[src/include/pic_pkg.sv]
package pic_pkg;
   localparam logic [7:0] MASK_RST      = 8'h00;
   localparam logic [7:0] MODE_RST      = 8'h00;
   localparam logic [7:0] CASC_RST      = 8'h00;
   localparam logic [2:0] LOWEST_RST    = 3'h7;
   localparam int         INIT_BIT      = 4;
   localparam int         SEL3_BIT      = 3;
   localparam int         SINGLE_BIT    = 1;
   localparam int         FOURTH_BIT    = 0;
   localparam int         NEST_BIT      = 4;
   localparam int         BUFFERED_BIT  = 3;
   localparam int         ROLE_BIT      = 2;
   localparam int         AUTO_BIT      = 1;
   localparam int         PROC_BIT      = 0;
   localparam int         CMD_LSB       = 5;
   localparam int         LVL_MSB       = 2;
   localparam logic [1:0] ACKS_VECTORED = 2'h2;
   localparam logic [1:0] ACKS_CALL     = 2'h3;

   typedef enum logic [1:0] {
      INIT_READY = 2'b00,
      INIT_VEC   = 2'b01,
      INIT_CASC  = 2'b10,
      INIT_MODE  = 2'b11
   } pic_init_type;

   typedef enum logic [2:0] {
      CMD_ROT_CLR     = 3'b000,
      CMD_END_ANY     = 3'b001,
      CMD_NOP         = 3'b010,
      CMD_END_LVL     = 3'b011,
      CMD_ROT_SET     = 3'b100,
      CMD_ROT_END_ANY = 3'b101,
      CMD_SET_LOW     = 3'b110,
      CMD_ROT_END_LVL = 3'b111
   } pic_cmd_type;
endpackage : pic_pkg

[src/include/pic_prio_if.sv]
`timescale 1ns/1ps
interface pic_prio_if;
   logic [7:0] pending;
   logic [7:0] mask;
   logic [7:0] service;
   logic [7:0] slaveMap;
   logic [2:0] lowest;
   logic       nestSpecial;
   logic       master;
   logic       winValid;
   logic [2:0] winLvl;
   logic       svcValid;
   logic [2:0] svcLvl;

   modport ctrl (output pending, mask, service, slaveMap, lowest, nestSpecial, master,
                 input  winValid, winLvl, svcValid, svcLvl);
   modport resolver (input  pending, mask, service, slaveMap, lowest, nestSpecial, master,
                     output winValid, winLvl, svcValid, svcLvl);
endinterface : pic_prio_if

[src/pic_ctrl.sv]
`timescale 1ns/1ps
module pic_ctrl (
   input  wire logic       mclk,
   input  wire logic       rst_b,
   input  wire logic       csB,
   input  wire logic       wrB,
   input  wire logic       rdB,
   input  wire logic       regSel,
   input  wire logic [7:0] dataIn,
   output logic      [7:0] dataOut,
   output logic            dataOe,
   input  wire logic [7:0] reqIn,
   input  wire logic       ackB,
   input  wire logic       roleBufEnIn,
   output logic            roleBufEnOut,
   output logic            roleBufEnOe,
   output logic            intReq,
   output logic            isMaster,
   output logic      [7:0] slaveMap,
   output logic      [2:0] slaveId,
   output logic            nestSpecial,
   output logic            autoEnd,
   output logic            procMode,
   output logic            initDone
);
   pic_prio_if prio ();

   pic_pkg::pic_init_type initState_ff;
   pic_pkg::pic_cmd_type  cmd;
   logic       wrPrev_ff;
   logic       ackPrev_ff;
   logic [7:0] reqPrev_ff;
   logic       single_ff;
   logic       fourth_ff;
   logic [7:0] cascade_ff;
   logic [7:0] mode_ff;
   logic [7:0] mask_ff;
   logic [7:0] pending_ff;
   logic [7:0] service_ff;
   logic [2:0] lowest_ff;
   logic       rotateAuto_ff;
   logic [1:0] ackCnt_ff;
   logic [2:0] ackLvl_ff;
   logic       ackHit_ff;
   logic       intReq_ff;
   logic       isMaster_ff;
   logic [7:0] slaveMap_ff;
   logic [2:0] slaveId_ff;
   logic [7:0] dataOut_ff;
   logic       dataOe_ff;
   logic       initDone_ff;
   logic       roleBufEnOut_ff;
   logic       roleBufEnOe_ff;
   logic       wrActive;
   logic       wrTake;
   logic       initStart;
   logic       initWord;
   logic       maskWrite;
   logic       cmdWrite;
   logic       ackActive;
   logic       ackFall;
   logic       ackRise;
   logic       ackTake;
   logic       ackFinal;
   logic       autoFinal;
   logic [1:0] ackNeed;
   logic [2:0] cmdLvl;
   logic [7:0] nxt_pending;
   logic [7:0] nxt_service;
   logic [7:0] svcClr;
   // Bus strobes are taken once, on the cycle they first go active
   assign wrActive  = !csB && !wrB;
   assign wrTake    = wrActive && !wrPrev_ff;
   assign initStart = wrTake && !regSel && dataIn[pic_pkg::INIT_BIT];
   assign initWord  = wrTake && regSel && initState_ff != pic_pkg::INIT_READY;
   assign maskWrite = wrTake && regSel && initState_ff == pic_pkg::INIT_READY;
   // Bits 4..3 both zero tell the end/rotate word apart; 0/1 is out of this block
   assign cmdWrite  = wrTake && !regSel && !dataIn[pic_pkg::INIT_BIT] && !dataIn[pic_pkg::SEL3_BIT] &&
                      initState_ff == pic_pkg::INIT_READY;
   assign cmd       = pic_pkg::pic_cmd_type'(dataIn[7:pic_pkg::CMD_LSB]);
   assign cmdLvl    = dataIn[pic_pkg::LVL_MSB:0];
   assign ackActive = !ackB;
   assign ackFall   = ackActive && !ackPrev_ff;
   assign ackRise   = !ackActive && ackPrev_ff;
   assign ackNeed   = mode_ff[pic_pkg::PROC_BIT] ? pic_pkg::ACKS_VECTORED : pic_pkg::ACKS_CALL;
   assign ackTake   = ackFall && ackCnt_ff == 2'h0 && prio.winValid;
   assign ackFinal  = ackRise && 2'(ackCnt_ff + 2'h1) == ackNeed;
   assign autoFinal = ackFinal && ackHit_ff && mode_ff[pic_pkg::AUTO_BIT];

   assign prio.pending     = pending_ff;
   assign prio.mask        = mask_ff;
   assign prio.service     = service_ff;
   assign prio.slaveMap    = cascade_ff;
   assign prio.lowest      = lowest_ff;
   assign prio.nestSpecial = mode_ff[pic_pkg::NEST_BIT];
   assign prio.master      = isMaster_ff;
   pic_prio_resolve u_resolve (
      .prio (prio)
   );

   always_ff @(posedge mclk or negedge rst_b)
   begin
      if (!rst_b)
      begin
         wrPrev_ff  <= 1'b0;
         ackPrev_ff <= 1'b0;
         reqPrev_ff <= 8'h00;
      end
      else
      begin
         wrPrev_ff  <= wrActive;
         ackPrev_ff <= ackActive;
         reqPrev_ff <= reqIn;
      end
   end
   // Initialization sequence
   always_ff @(posedge mclk or negedge rst_b)
   begin
      if (!rst_b)
      begin
         initState_ff <= pic_pkg::INIT_READY;
         single_ff    <= 1'b1;
         fourth_ff    <= 1'b0;
      end
      else if (initStart)
      begin
         initState_ff <= pic_pkg::INIT_VEC;
         single_ff    <= dataIn[pic_pkg::SINGLE_BIT];
         fourth_ff    <= dataIn[pic_pkg::FOURTH_BIT];
      end
      else if (initWord)
      begin
         unique case (initState_ff)
            pic_pkg::INIT_VEC:   initState_ff <= !single_ff ? pic_pkg::INIT_CASC :
                                                 fourth_ff ? pic_pkg::INIT_MODE : pic_pkg::INIT_READY;
            pic_pkg::INIT_CASC:  initState_ff <= fourth_ff ? pic_pkg::INIT_MODE : pic_pkg::INIT_READY;
            pic_pkg::INIT_MODE:  initState_ff <= pic_pkg::INIT_READY;
            pic_pkg::INIT_READY: initState_ff <= pic_pkg::INIT_READY;
         endcase
      end
   end
   // Cascade and mode words; mode clears at every restart so a skipped write means 00h
   always_ff @(posedge mclk or negedge rst_b)
   begin
      if (!rst_b)
      begin
         cascade_ff <= pic_pkg::CASC_RST;
         mode_ff    <= pic_pkg::MODE_RST;
      end
      else if (initStart)
      begin
         mode_ff <= pic_pkg::MODE_RST;
      end
      else if (initWord && initState_ff == pic_pkg::INIT_CASC)
      begin
         cascade_ff <= dataIn;
      end
      else if (initWord && initState_ff == pic_pkg::INIT_MODE)
      begin
         mode_ff <= dataIn;
      end
   end

   always_ff @(posedge mclk or negedge rst_b)
   begin
      if (!rst_b)
         mask_ff <= pic_pkg::MASK_RST;
      else if (initStart)
         mask_ff <= pic_pkg::MASK_RST;
      else if (maskWrite)
         mask_ff <= dataIn;
   end
   // Requests latch on rising edges; masking never drops them, new edge beats the clear
   always_comb
   begin
      nxt_pending = pending_ff & ~(ackTake ? 8'h01 << prio.winLvl : 8'h00);
      nxt_pending = nxt_pending | (reqIn & ~reqPrev_ff);
   end

   always_ff @(posedge mclk or negedge rst_b)
   begin
      if (!rst_b)
         pending_ff <= 8'h00;
      else
         pending_ff <= nxt_pending;
   end
   // Service bits: set by acknowledge, cleared by commands or automatic end
   always_comb
   begin
      svcClr = 8'h00;
      if (autoFinal)
         svcClr = svcClr | (8'h01 << ackLvl_ff);
      if (cmdWrite && (cmd == pic_pkg::CMD_END_ANY || cmd == pic_pkg::CMD_ROT_END_ANY) && prio.svcValid)
         svcClr = svcClr | (8'h01 << prio.svcLvl);
      if (cmdWrite && (cmd == pic_pkg::CMD_END_LVL || cmd == pic_pkg::CMD_ROT_END_LVL))
         svcClr = svcClr | (8'h01 << cmdLvl);
      nxt_service = (service_ff & ~svcClr) | (ackTake ? 8'h01 << prio.winLvl : 8'h00);
   end

   always_ff @(posedge mclk or negedge rst_b)
   begin
      if (!rst_b)
         service_ff <= 8'h00;
      else
         service_ff <= nxt_service;
   end
   // Priority rotation; a command in the same cycle wins over automatic rotation
   always_ff @(posedge mclk or negedge rst_b)
   begin
      if (!rst_b)
      begin
         lowest_ff     <= pic_pkg::LOWEST_RST;
         rotateAuto_ff <= 1'b0;
      end
      else if (initStart)
      begin
         lowest_ff     <= pic_pkg::LOWEST_RST;
         rotateAuto_ff <= 1'b0;
      end
      else if (cmdWrite)
      begin
         unique case (cmd)
            pic_pkg::CMD_ROT_SET:     rotateAuto_ff <= 1'b1;
            pic_pkg::CMD_ROT_CLR:     rotateAuto_ff <= 1'b0;
            pic_pkg::CMD_ROT_END_ANY: lowest_ff     <= prio.svcValid ? prio.svcLvl : lowest_ff;
            pic_pkg::CMD_ROT_END_LVL: lowest_ff     <= cmdLvl;
            pic_pkg::CMD_SET_LOW:     lowest_ff     <= cmdLvl;
            pic_pkg::CMD_END_ANY,
            pic_pkg::CMD_END_LVL,
            pic_pkg::CMD_NOP:         lowest_ff     <= lowest_ff;
         endcase
      end
      else if (autoFinal && rotateAuto_ff)
      begin
         lowest_ff <= ackLvl_ff;
      end
   end
   // Acknowledge pulse counting; level frozen at the first pulse
   always_ff @(posedge mclk or negedge rst_b)
   begin
      if (!rst_b)
      begin
         ackCnt_ff <= 2'h0;
         ackLvl_ff <= 3'h0;
         ackHit_ff <= 1'b0;
      end
      else
      begin
         if (ackFall && ackCnt_ff == 2'h0)
         begin
            ackLvl_ff <= prio.winLvl;
            ackHit_ff <= prio.winValid;
         end
         if (ackFinal)
            ackCnt_ff <= 2'h0;
         else if (ackRise)
            ackCnt_ff <= 2'(ackCnt_ff + 2'h1);
      end
   end
   // Role, cascade view and pin control
   always_ff @(posedge mclk or negedge rst_b)
   begin
      if (!rst_b)
      begin
         isMaster_ff     <= 1'b1;
         slaveMap_ff     <= 8'h00;
         slaveId_ff      <= 3'h0;
         roleBufEnOe_ff  <= 1'b0;
         roleBufEnOut_ff <= 1'b1;
      end
      else
      begin
         isMaster_ff     <= mode_ff[pic_pkg::BUFFERED_BIT] ? mode_ff[pic_pkg::ROLE_BIT]
                                                           : roleBufEnIn;
         slaveMap_ff     <= isMaster_ff ? cascade_ff : 8'h00;
         slaveId_ff      <= isMaster_ff ? 3'h0 : cascade_ff[2:0];
         roleBufEnOe_ff  <= mode_ff[pic_pkg::BUFFERED_BIT];
         // Enable is low while the data bus is driven by this block
         roleBufEnOut_ff <= !((!csB && !rdB) || ackActive);
      end
   end
   // Reads: select high returns mask, low returns pending requests
   always_ff @(posedge mclk or negedge rst_b)
   begin
      if (!rst_b)
      begin
         dataOut_ff <= 8'h00;
         dataOe_ff  <= 1'b0;
         intReq_ff  <= 1'b0;
         initDone_ff <= 1'b1;
      end
      else
      begin
         dataOut_ff <= regSel ? mask_ff : pending_ff;
         dataOe_ff  <= !csB && !rdB;
         initDone_ff <= initState_ff == pic_pkg::INIT_READY;
         intReq_ff  <= prio.winValid;
      end
   end

   assign dataOut      = dataOut_ff;
   assign dataOe       = dataOe_ff;
   assign intReq       = intReq_ff;
   assign isMaster     = isMaster_ff;
   assign slaveMap     = slaveMap_ff;
   assign slaveId      = slaveId_ff;
   assign roleBufEnOut = roleBufEnOut_ff;
   assign roleBufEnOe  = roleBufEnOe_ff;
   assign nestSpecial  = mode_ff[pic_pkg::NEST_BIT];
   assign autoEnd      = mode_ff[pic_pkg::AUTO_BIT];
   assign procMode     = mode_ff[pic_pkg::PROC_BIT];
   assign initDone     = initDone_ff;
endmodule : pic_ctrl

[src/pic_prio_resolve.sv]
`timescale 1ns/1ps
module pic_prio_resolve (
   pic_prio_if.resolver prio
);
   logic [2:0] lvl [8];
   logic [3:0] svcRank;

   // Rank 0 is the level just above the current lowest one
   genvar k;
   for (k = 0; k < 8; k++)
   begin : g_rank
      assign lvl[k] = prio.lowest + 3'(k + 1);
   end

   // Scan from rank 7 downward so rank 0 is taken last
   always_comb
   begin
      prio.svcValid = 1'b0;
      prio.svcLvl   = 3'h0;
      svcRank       = 4'h8;
      for (int i = 7; i >= 0; i--)
      begin
         if (prio.service[lvl[i]])
         begin
            prio.svcValid = 1'b1;
            prio.svcLvl   = lvl[i];
            svcRank       = 4'(i);
         end
      end
      prio.winValid = 1'b0;
      prio.winLvl   = 3'h0;
      for (int i = 7; i >= 0; i--)
      begin
         if (prio.pending[lvl[i]] && !prio.mask[lvl[i]] &&
             (4'(i) < svcRank ||
              (4'(i) == svcRank && prio.nestSpecial && prio.master && prio.slaveMap[lvl[i]])))
         begin
            prio.winValid = 1'b1;
            prio.winLvl   = lvl[i];
         end
      end
   end
endmodule : pic_prio_resolve

[config.mk]
export PLATFORM = sky130hd
export DESIGN_NAME = pic_ctrl
export DESIGN_NICKNAME = d
export VERILOG_FILES = /design/src/include/pic_pkg.sv /design/src/include/pic_prio_if.sv /design/src/pic_ctrl.sv /design/src/pic_prio_resolve.sv
export SDC_FILE = /design/constraint.sdc
export NUM_CORES = 1
export LEC_CHECK = 0
export BUFFER_PORTS_ARGS = -buffer_cell sky130_fd_sc_hd__buf_2
export CORE_ASPECT_RATIO = 0.7
export CORE_MARGIN = 8
export CORE_UTILIZATION = 40
export DETAILED_ROUTE_END_ITERATION = 10
export PLACE_DENSITY_LB_ADDON = 0.15
export SETUP_SLACK_MARGIN = 0.4
export SYNTH_ARGS = -nofsm -noshare
export SYNTH_HDL_FRONTEND = slang
export SYNTH_SLANG_ARGS = --single-unit
[constraint.sdc]
create_clock -name mclk -period 4.8 [get_ports mclk]
set_input_delay 0.24 -clock mclk [delete_from_list [all_inputs] [get_ports mclk]]
set_output_delay 0.24 -clock mclk [all_outputs]
set_load 0.05 [all_outputs]
## After elaboration in Yosys (flattened, before gate mapping)

Cells that the tools add are included.

| word-level totals | value |
|---|---|
| register bits after elaboration | 86 |
| input port bits | 24 |
| output and inout bits | 28 |
| word-level logic and storage cells | 328 |

| cells by class | value |
|---|---|
| $add $sub $neg | 8 |
| $lt $le $gt $ge | 16 |
| equality and inequality tests | 20 |
| shift operators | 4 |
| multiplexer cells | 133 |
| bitwise gates (word level) | 11 |
| reductions and logical operators | 111 |

Operator list:

| cell | count |
|---|---|
| $bmux 1 s3 | 32 |
| $logic_and 1x1->1 | 64 |
| $mux 8 | 8 |
| $mux 3 | 21 |
| $mux 1 | 52 |
| $lt 3x4->1 const B | 8 |
| $mux 4 | 8 |
| $or 8x8->8 | 4 |
| $shl 1x3->8 const A | 4 |
| $and 8x8->8 | 3 |
| $not 8->8 | 3 |
| $logic_not 1->1 | 18 |
| $eq 3x4->1 const A | 4 |
| $lt 3x4->1 const A | 4 |
| $mux 5 | 3 |
| $add 3x3->3 const B | 4 |
| $eq 3x3->1 const B | 4 |
| $mux 2 | 6 |
| $reduce_bool 2->1 | 6 |
| $logic_or 1x1->1 | 11 |
| $eq 2x4->1 const A | 2 |
| $lt 1x4->1 const A | 2 |
| $lt 2x4->1 const A | 2 |
| $add 3x2->3 const B | 2 |
| other kinds (22) | 28 |

## Depth between registers and ports, before layout

| logic depth | value |
|---|---|
| depth in word-level cells | 29 |
| depth in mapped cells | 18 |
| gate-level depth less buffers | 12 |

## By module

Synthesis repeated with hierarchy kept, for this count alone.

| unflattened totals | value |
|---|---|
| cells, all modules | 590 |
| area, all modules | 6,043.3 um^2 |

Modules (own cells, without submodules):

| module | instances | cells each | area an instance (um^2) |
|---|---|---|---|
| pic_ctrl | 1 | 294 | 3,688.5 |
| pic_prio_resolve | 1 | 296 | 2,354.8 |

## Worst setup path after synthesis

No wires, ideal clock.

| timing path | value |
|---|---|
| kind | register -> register |
| from | register lowest_ff[1] |
| to | register pending_ff[3] |
| library setup time | 0.121 ns |
| data arrival time | 4.584 ns |
| slack | 0.095 ns |
| cell stages (with the launch flop) | 18 |
| clock period less this slack | 4.705 ns |
| cells stage by stage | dfstp_2 -> buf_2 -> buf_2 -> clkinv_1 -> ha_1 -> buf_2 -> buf_2 -> mux4_2 -> mux2_2 -> o22a_4 -> nor3_4 -> nand4_4 -> mux2_4 -> a211oi_1 -> o311ai_1 -> buf_2 -> or3b_1 -> a22o_1 |

| on the way | value |
|---|---|
| cells in the longest elaborated chain, start to end | 29 |
| elaborated cells between the ends (all ways) | 173 |
| those cells by class | add/sub (7); order compare (8); eq/ne (7); shift (1); mux (89); bitwise (3); reduce/logical (58) |

Ends and longest elaborated chain:

| element | line | RTL |
|---|---|---|
| from (decl) | pic_ctrl.sv:40 | `logic [2:0] lowest_ff;` |
| from (signal assigned) | pic_ctrl.sv:212 | `lowest_ff <= pic_pkg::LOWEST_RST;` |
| from (signal assigned) | pic_ctrl.sv:217 | `lowest_ff <= pic_pkg::LOWEST_RST;` |
| from (signal assigned) | pic_ctrl.sv:225 | `pic_pkg::CMD_ROT_END_ANY: lowest_ff <= prio.svcValid ? prio.svcLvl : lowest_ff;` |
| $add 3x3->3 or $bmux 1 s3 (tied branches) | pic_prio_resolve.sv:12, pic_prio_resolve.sv:23 |  |
| $bmux 1 s3 or $mux 1 (tied branches) | pic_prio_resolve.sv:23 | `if (prio.service[lvl[i]])` |
| $mux 1 (implied by the code) or $mux 4 (tied branches) | pic_prio_resolve.sv:23 |  |
| $mux 4 (7 in a row) | pic_prio_resolve.sv:23 |  |
| $eq 3x4->1 | pic_prio_resolve.sv:36 | `(4'(i) == svcRank && prio.nestSpecial && prio.master && prio.slaveMap[lvl[i]])))` |
| $logic_and 1x1->1 (3 in a row) | pic_prio_resolve.sv:36 |  |
| $logic_or 1x1->1 | pic_prio_resolve.sv:35 | `(4'(i) < svcRank \|\|` |
| $logic_and 1x1->1 | pic_prio_resolve.sv:34 | `if (prio.pending[lvl[i]] && !prio.mask[lvl[i]] &&` |
| $mux 3 or $mux 1 (tied branches) (8 in a row) | pic_prio_resolve.sv:34 |  |
| $shl 1x3->8 or $logic_and 1x1->1 (tied branches) | pic_ctrl.sv:176, pic_ctrl.sv:86 |  |
| $mux 8 * | pic_ctrl.sv:176 | `nxt_pending = pending_ff & ~(ackTake ? 8'h01 << prio.winLvl : 8'h00);` |
| $not 8->8 * | pic_ctrl.sv:176 |  |
| $and 8x8->8 * | pic_ctrl.sv:176 |  |
| $or 8x8->8 * | pic_ctrl.sv:177 | `nxt_pending = nxt_pending \| (reqIn & ~reqPrev_ff);` |
| net nxt_pending[3] | pic_ctrl.sv:68 | `logic [7:0] nxt_pending;` |
| to (signal assigned) | pic_ctrl.sv:185 | `pending_ff <= nxt_pending;` |
| to (decl) | pic_ctrl.sv:38 | `logic [7:0] pending_ff;` |

Mark *: on every way through the listed nets, which the timed path passes. The rest lies on a longest branch. The select of a mux whose other input is x is not followed.
A chain may end at the register's enable or synchronous reset.

## Worst setup path after layout

| timing path | value |
|---|---|
| from | register lowest_ff[0] |
| to | register pending_ff[3] |

The elaborated chain is that of the path after synthesis.

==> results_dict.tcl <==
set metrics [dict create \
    drt_iter0_markers 540 \
    tns_ns 0 \
    wl_um 17300 \
    synth-main-ff-cell "dfrtp_1" \
    use_met2 0.270 \
    overflow 0 \
    grt_usage 0.188 \
    first_pass_iters 5 \
    netlist_top_cells_area "dfrtp_1 34%, mux4_2 10%, mux2_2 5.2%" \
    reg2reg_depth 13 \
    finalHoldViolations 0 \
    finalMaxSlewViolations 0 \
    cts_tree "built" \
    h-tree-depth 3 \
    core_sq_um 14400 \
    num_vias 4920 \
    path_class "register to register" \
    finClkSkew_ns 0.00980 \
    max-clock-path-buffers 2 \
    dieHeight_um 117 \
    hold_depth 1 \
    setup.worst_path.start_class "register" \
    globalplace.congestion 0.907 \
    clk_latency_ns 0.34 \
    die-area_sq_um 18700 \
    slowest_delay_ns 0.57 \
    grt_pass1_wl_um 27700 \
    grt_pass1_vias 4786 \
    drcViolationCount 0 \
    n_antenna_cell 0 \
    io_buffers 51 \
    synth_area_leader_cell "dfrtp_1" \
    antenna_found_initial 0 \
    async_flop_share 1.00 \
    fin_nets 667 \
    maxCapViolations 0 \
    grt_max_degree 87 \
    drive_above_1_share 0.309 \
    use_met3 0.0430 \
    synth_edf_count 0 \
    syn_nets 608 \
    end_kind "register" \
    post_drt_wl_per_cell_um 20.6 \
    drtAntennaViolNets 0 \
    syn_area_sq_um 5810 \
    yosys_warnings 0 \
    seq_area_frac_synth 0.372 \
    synthCells 581 \
    num_rows 37 \
    clk_pin_slew_ns 0.06 \
    yosysUniqueCellTypes 72 \
    crit_chain "inv_4, ha_4, buf_4, mux4_2, mux2_4, o32a_4, o211ai_1, nand4_1, o2111ai_1, and4_4, or3b_4, or3b_1, a22o_1" \
    cts.sinks 86 \
    fp.dieW_um 160 \
    grtUsageMet1 0.283 \
    cp_max_fo 8 \
    cp.required_ns 5.03 \
    avgSynthCellArea_sq_um 9.99 \
    io_pins 52 \
    worst_slew_pin_slew_ns 1.07 \
    ys_seq_elements 86 \
    root_buffer "clkbuf_16" \
    cts_inserted_buffers 9 \
    period_share 0.901 \
    busiest_layer "met1" \
    rsz0062_at_grt "false" \
    relSlewSlack 0.285 \
    area_delta_synth_final_pct 18.1 \
    start_util 0.402 \
    viasPerCell 5.86 \
    hpwl_um 13000 \
    cp_data_arrival_time_ns 4.55 \
    fmax_mhz 231 \
    finalCriticalPeriod_ns 4.32 \
    status "completed" \
    setup_viol 0 \
    hold_path_class "primary input to register" \
    slowest_stage "dfstp_2" \
    synth_top_area_share 0.340 \
]
[stage by stage]
stage | hold slack, ns | area (sq um) | worst slack (ns) | utilization | instances
after floorplan | -0.0556 | 5830 | 0.421 | - | 581
after global placement | 0.363 | 6290 | 0.334 | 0.435 | 814
after detailed placement | 0.363 | 6290 | 0.255 | 0.435 | 814
after CTS | 0.00933 | 6650 | 0.451 | 0.460 | 832
after global routing | 0.00578 | 6860 | 0.395 | 0.475 | 840
final | 0.0171 | 6860 | 0.477 | 0.475 | 840
[timing repair]
item                       4_1_cts  5_1_grt
pin swaps                        0        5
hold buffers                     0        0
setup endpoints to repair        7       11
buffers inserted                 2        8
resized for setup                8       30
cloned                           0        0
[flip-flops by register name, indices dropped and copies added, names as in the netlist, 2 cells and up]
| register | cells |
|---|---|
| ackCnt_ff | 2 |
| ackLvl_ff | 3 |
| cascade_ff | 8 |
| dataOut | 8 |
| initState_ff | 2 |
| lowest_ff | 3 |
| mask_ff | 8 |
| mode_ff | 5 |
| pending_ff | 8 |
| prio.service | 8 |
| reqPrev_ff | 8 |
| slaveId | 3 |
| slaveMap | 8 |
[cells by family (layout without fill, tap and decap cells)]
logic type / Yosys count / count (layout) / share of synthesized area
AO/OA/AOI/OAI: 138 / 138 / 0.172
AND/OR/NAND/NOR: 205 / 205 / 0.185
XOR/XNOR: 6 / 6 / 0.00905
multiplexers: 83 / 83 / 0.210
flip-flops: 86 / 86 / 0.372
adder cells (fa/ha/maj): 3 / 3 / 0.00646
buffers and inverters: 60 / 124 / 0.0455
[critical path: cells and delay by family (launching register included)]
family / cells / cell delay [ns]
AOI/OAI and AO/OA: 4 / 1.07
adders and majority gates: 1 / 0.30
buffers and inverters: 2 / 0.25
DFF: 1 / 0.57
muxes: 2 / 0.76
and+or+nand+nor: 4 / 1.26
[path summary, 6_finish.rpt]
kind,startpoint,end,slack (ns)
setup / recovery,lowest_ff[0],pending_ff[3],0.48
hold / removal,reqIn[4],reqPrev_ff[4],0.02
setup reg to reg,lowest_ff[0],pending_ff[3],0.48
hold reg to reg,mode_ff[3],roleBufEnOe,0.42
max in group asynchronous,rst_b,reqPrev_ff[2],4.01
min in group asynchronous,rst_b,mode_ff[3],0.09
[area by class of cell]
class	count	area, sq um
fill	1361	7590
multi-input combinational	435	3560
sequential	86	2160
timing repair buffer	79	483
clock buffer	12	267
tap	195	244
inverter	29	113
clock inverter	4	30.0
[cell usage in the layout (no fill, tap or decap), types with 21 or more instances in the layout]
cell type,netlist,layout
dfrtp_1,79,79
o21ai_0,26,26
mux4_2,27,27
buf_2,7,50
nor2_1,35,34
mux2i_1,25,21
a21oi_1,28,27
buf_4,2,27
nand2_1,53,52
inv_1,27,27
nor3_1,23,22
mux2_2,27,27
[synthesized netlist by cell type (all sizes together) (5+ instances only)]
cell     n
dfrtp   79
and2    14
a22oi    5
nand4    5
o211ai  10
mux4    27
mux2    29
o31ai    6
buf     15
or2      7
o22ai    7
inv     28
dfstp    7
nand2b  18
mux2i   27
a31oi    8
a22o     6
a211oi   7
clkbuf  16
a21oi   28
nand2   53
o21ai   28
nand3   10
nor3    24
nor2    35
nand3b   6
nor2b   14
[metal layers]
metal,up-vias,share of wire
met2,179,0.42
met5,-,0
met3,15,0.072
met1,2440,0.50
li1,2286,-
met4,0,0.011
Power is not shown: default switching activity piles up to over one toggle a cycle in this logic, so the estimate is an artifact.
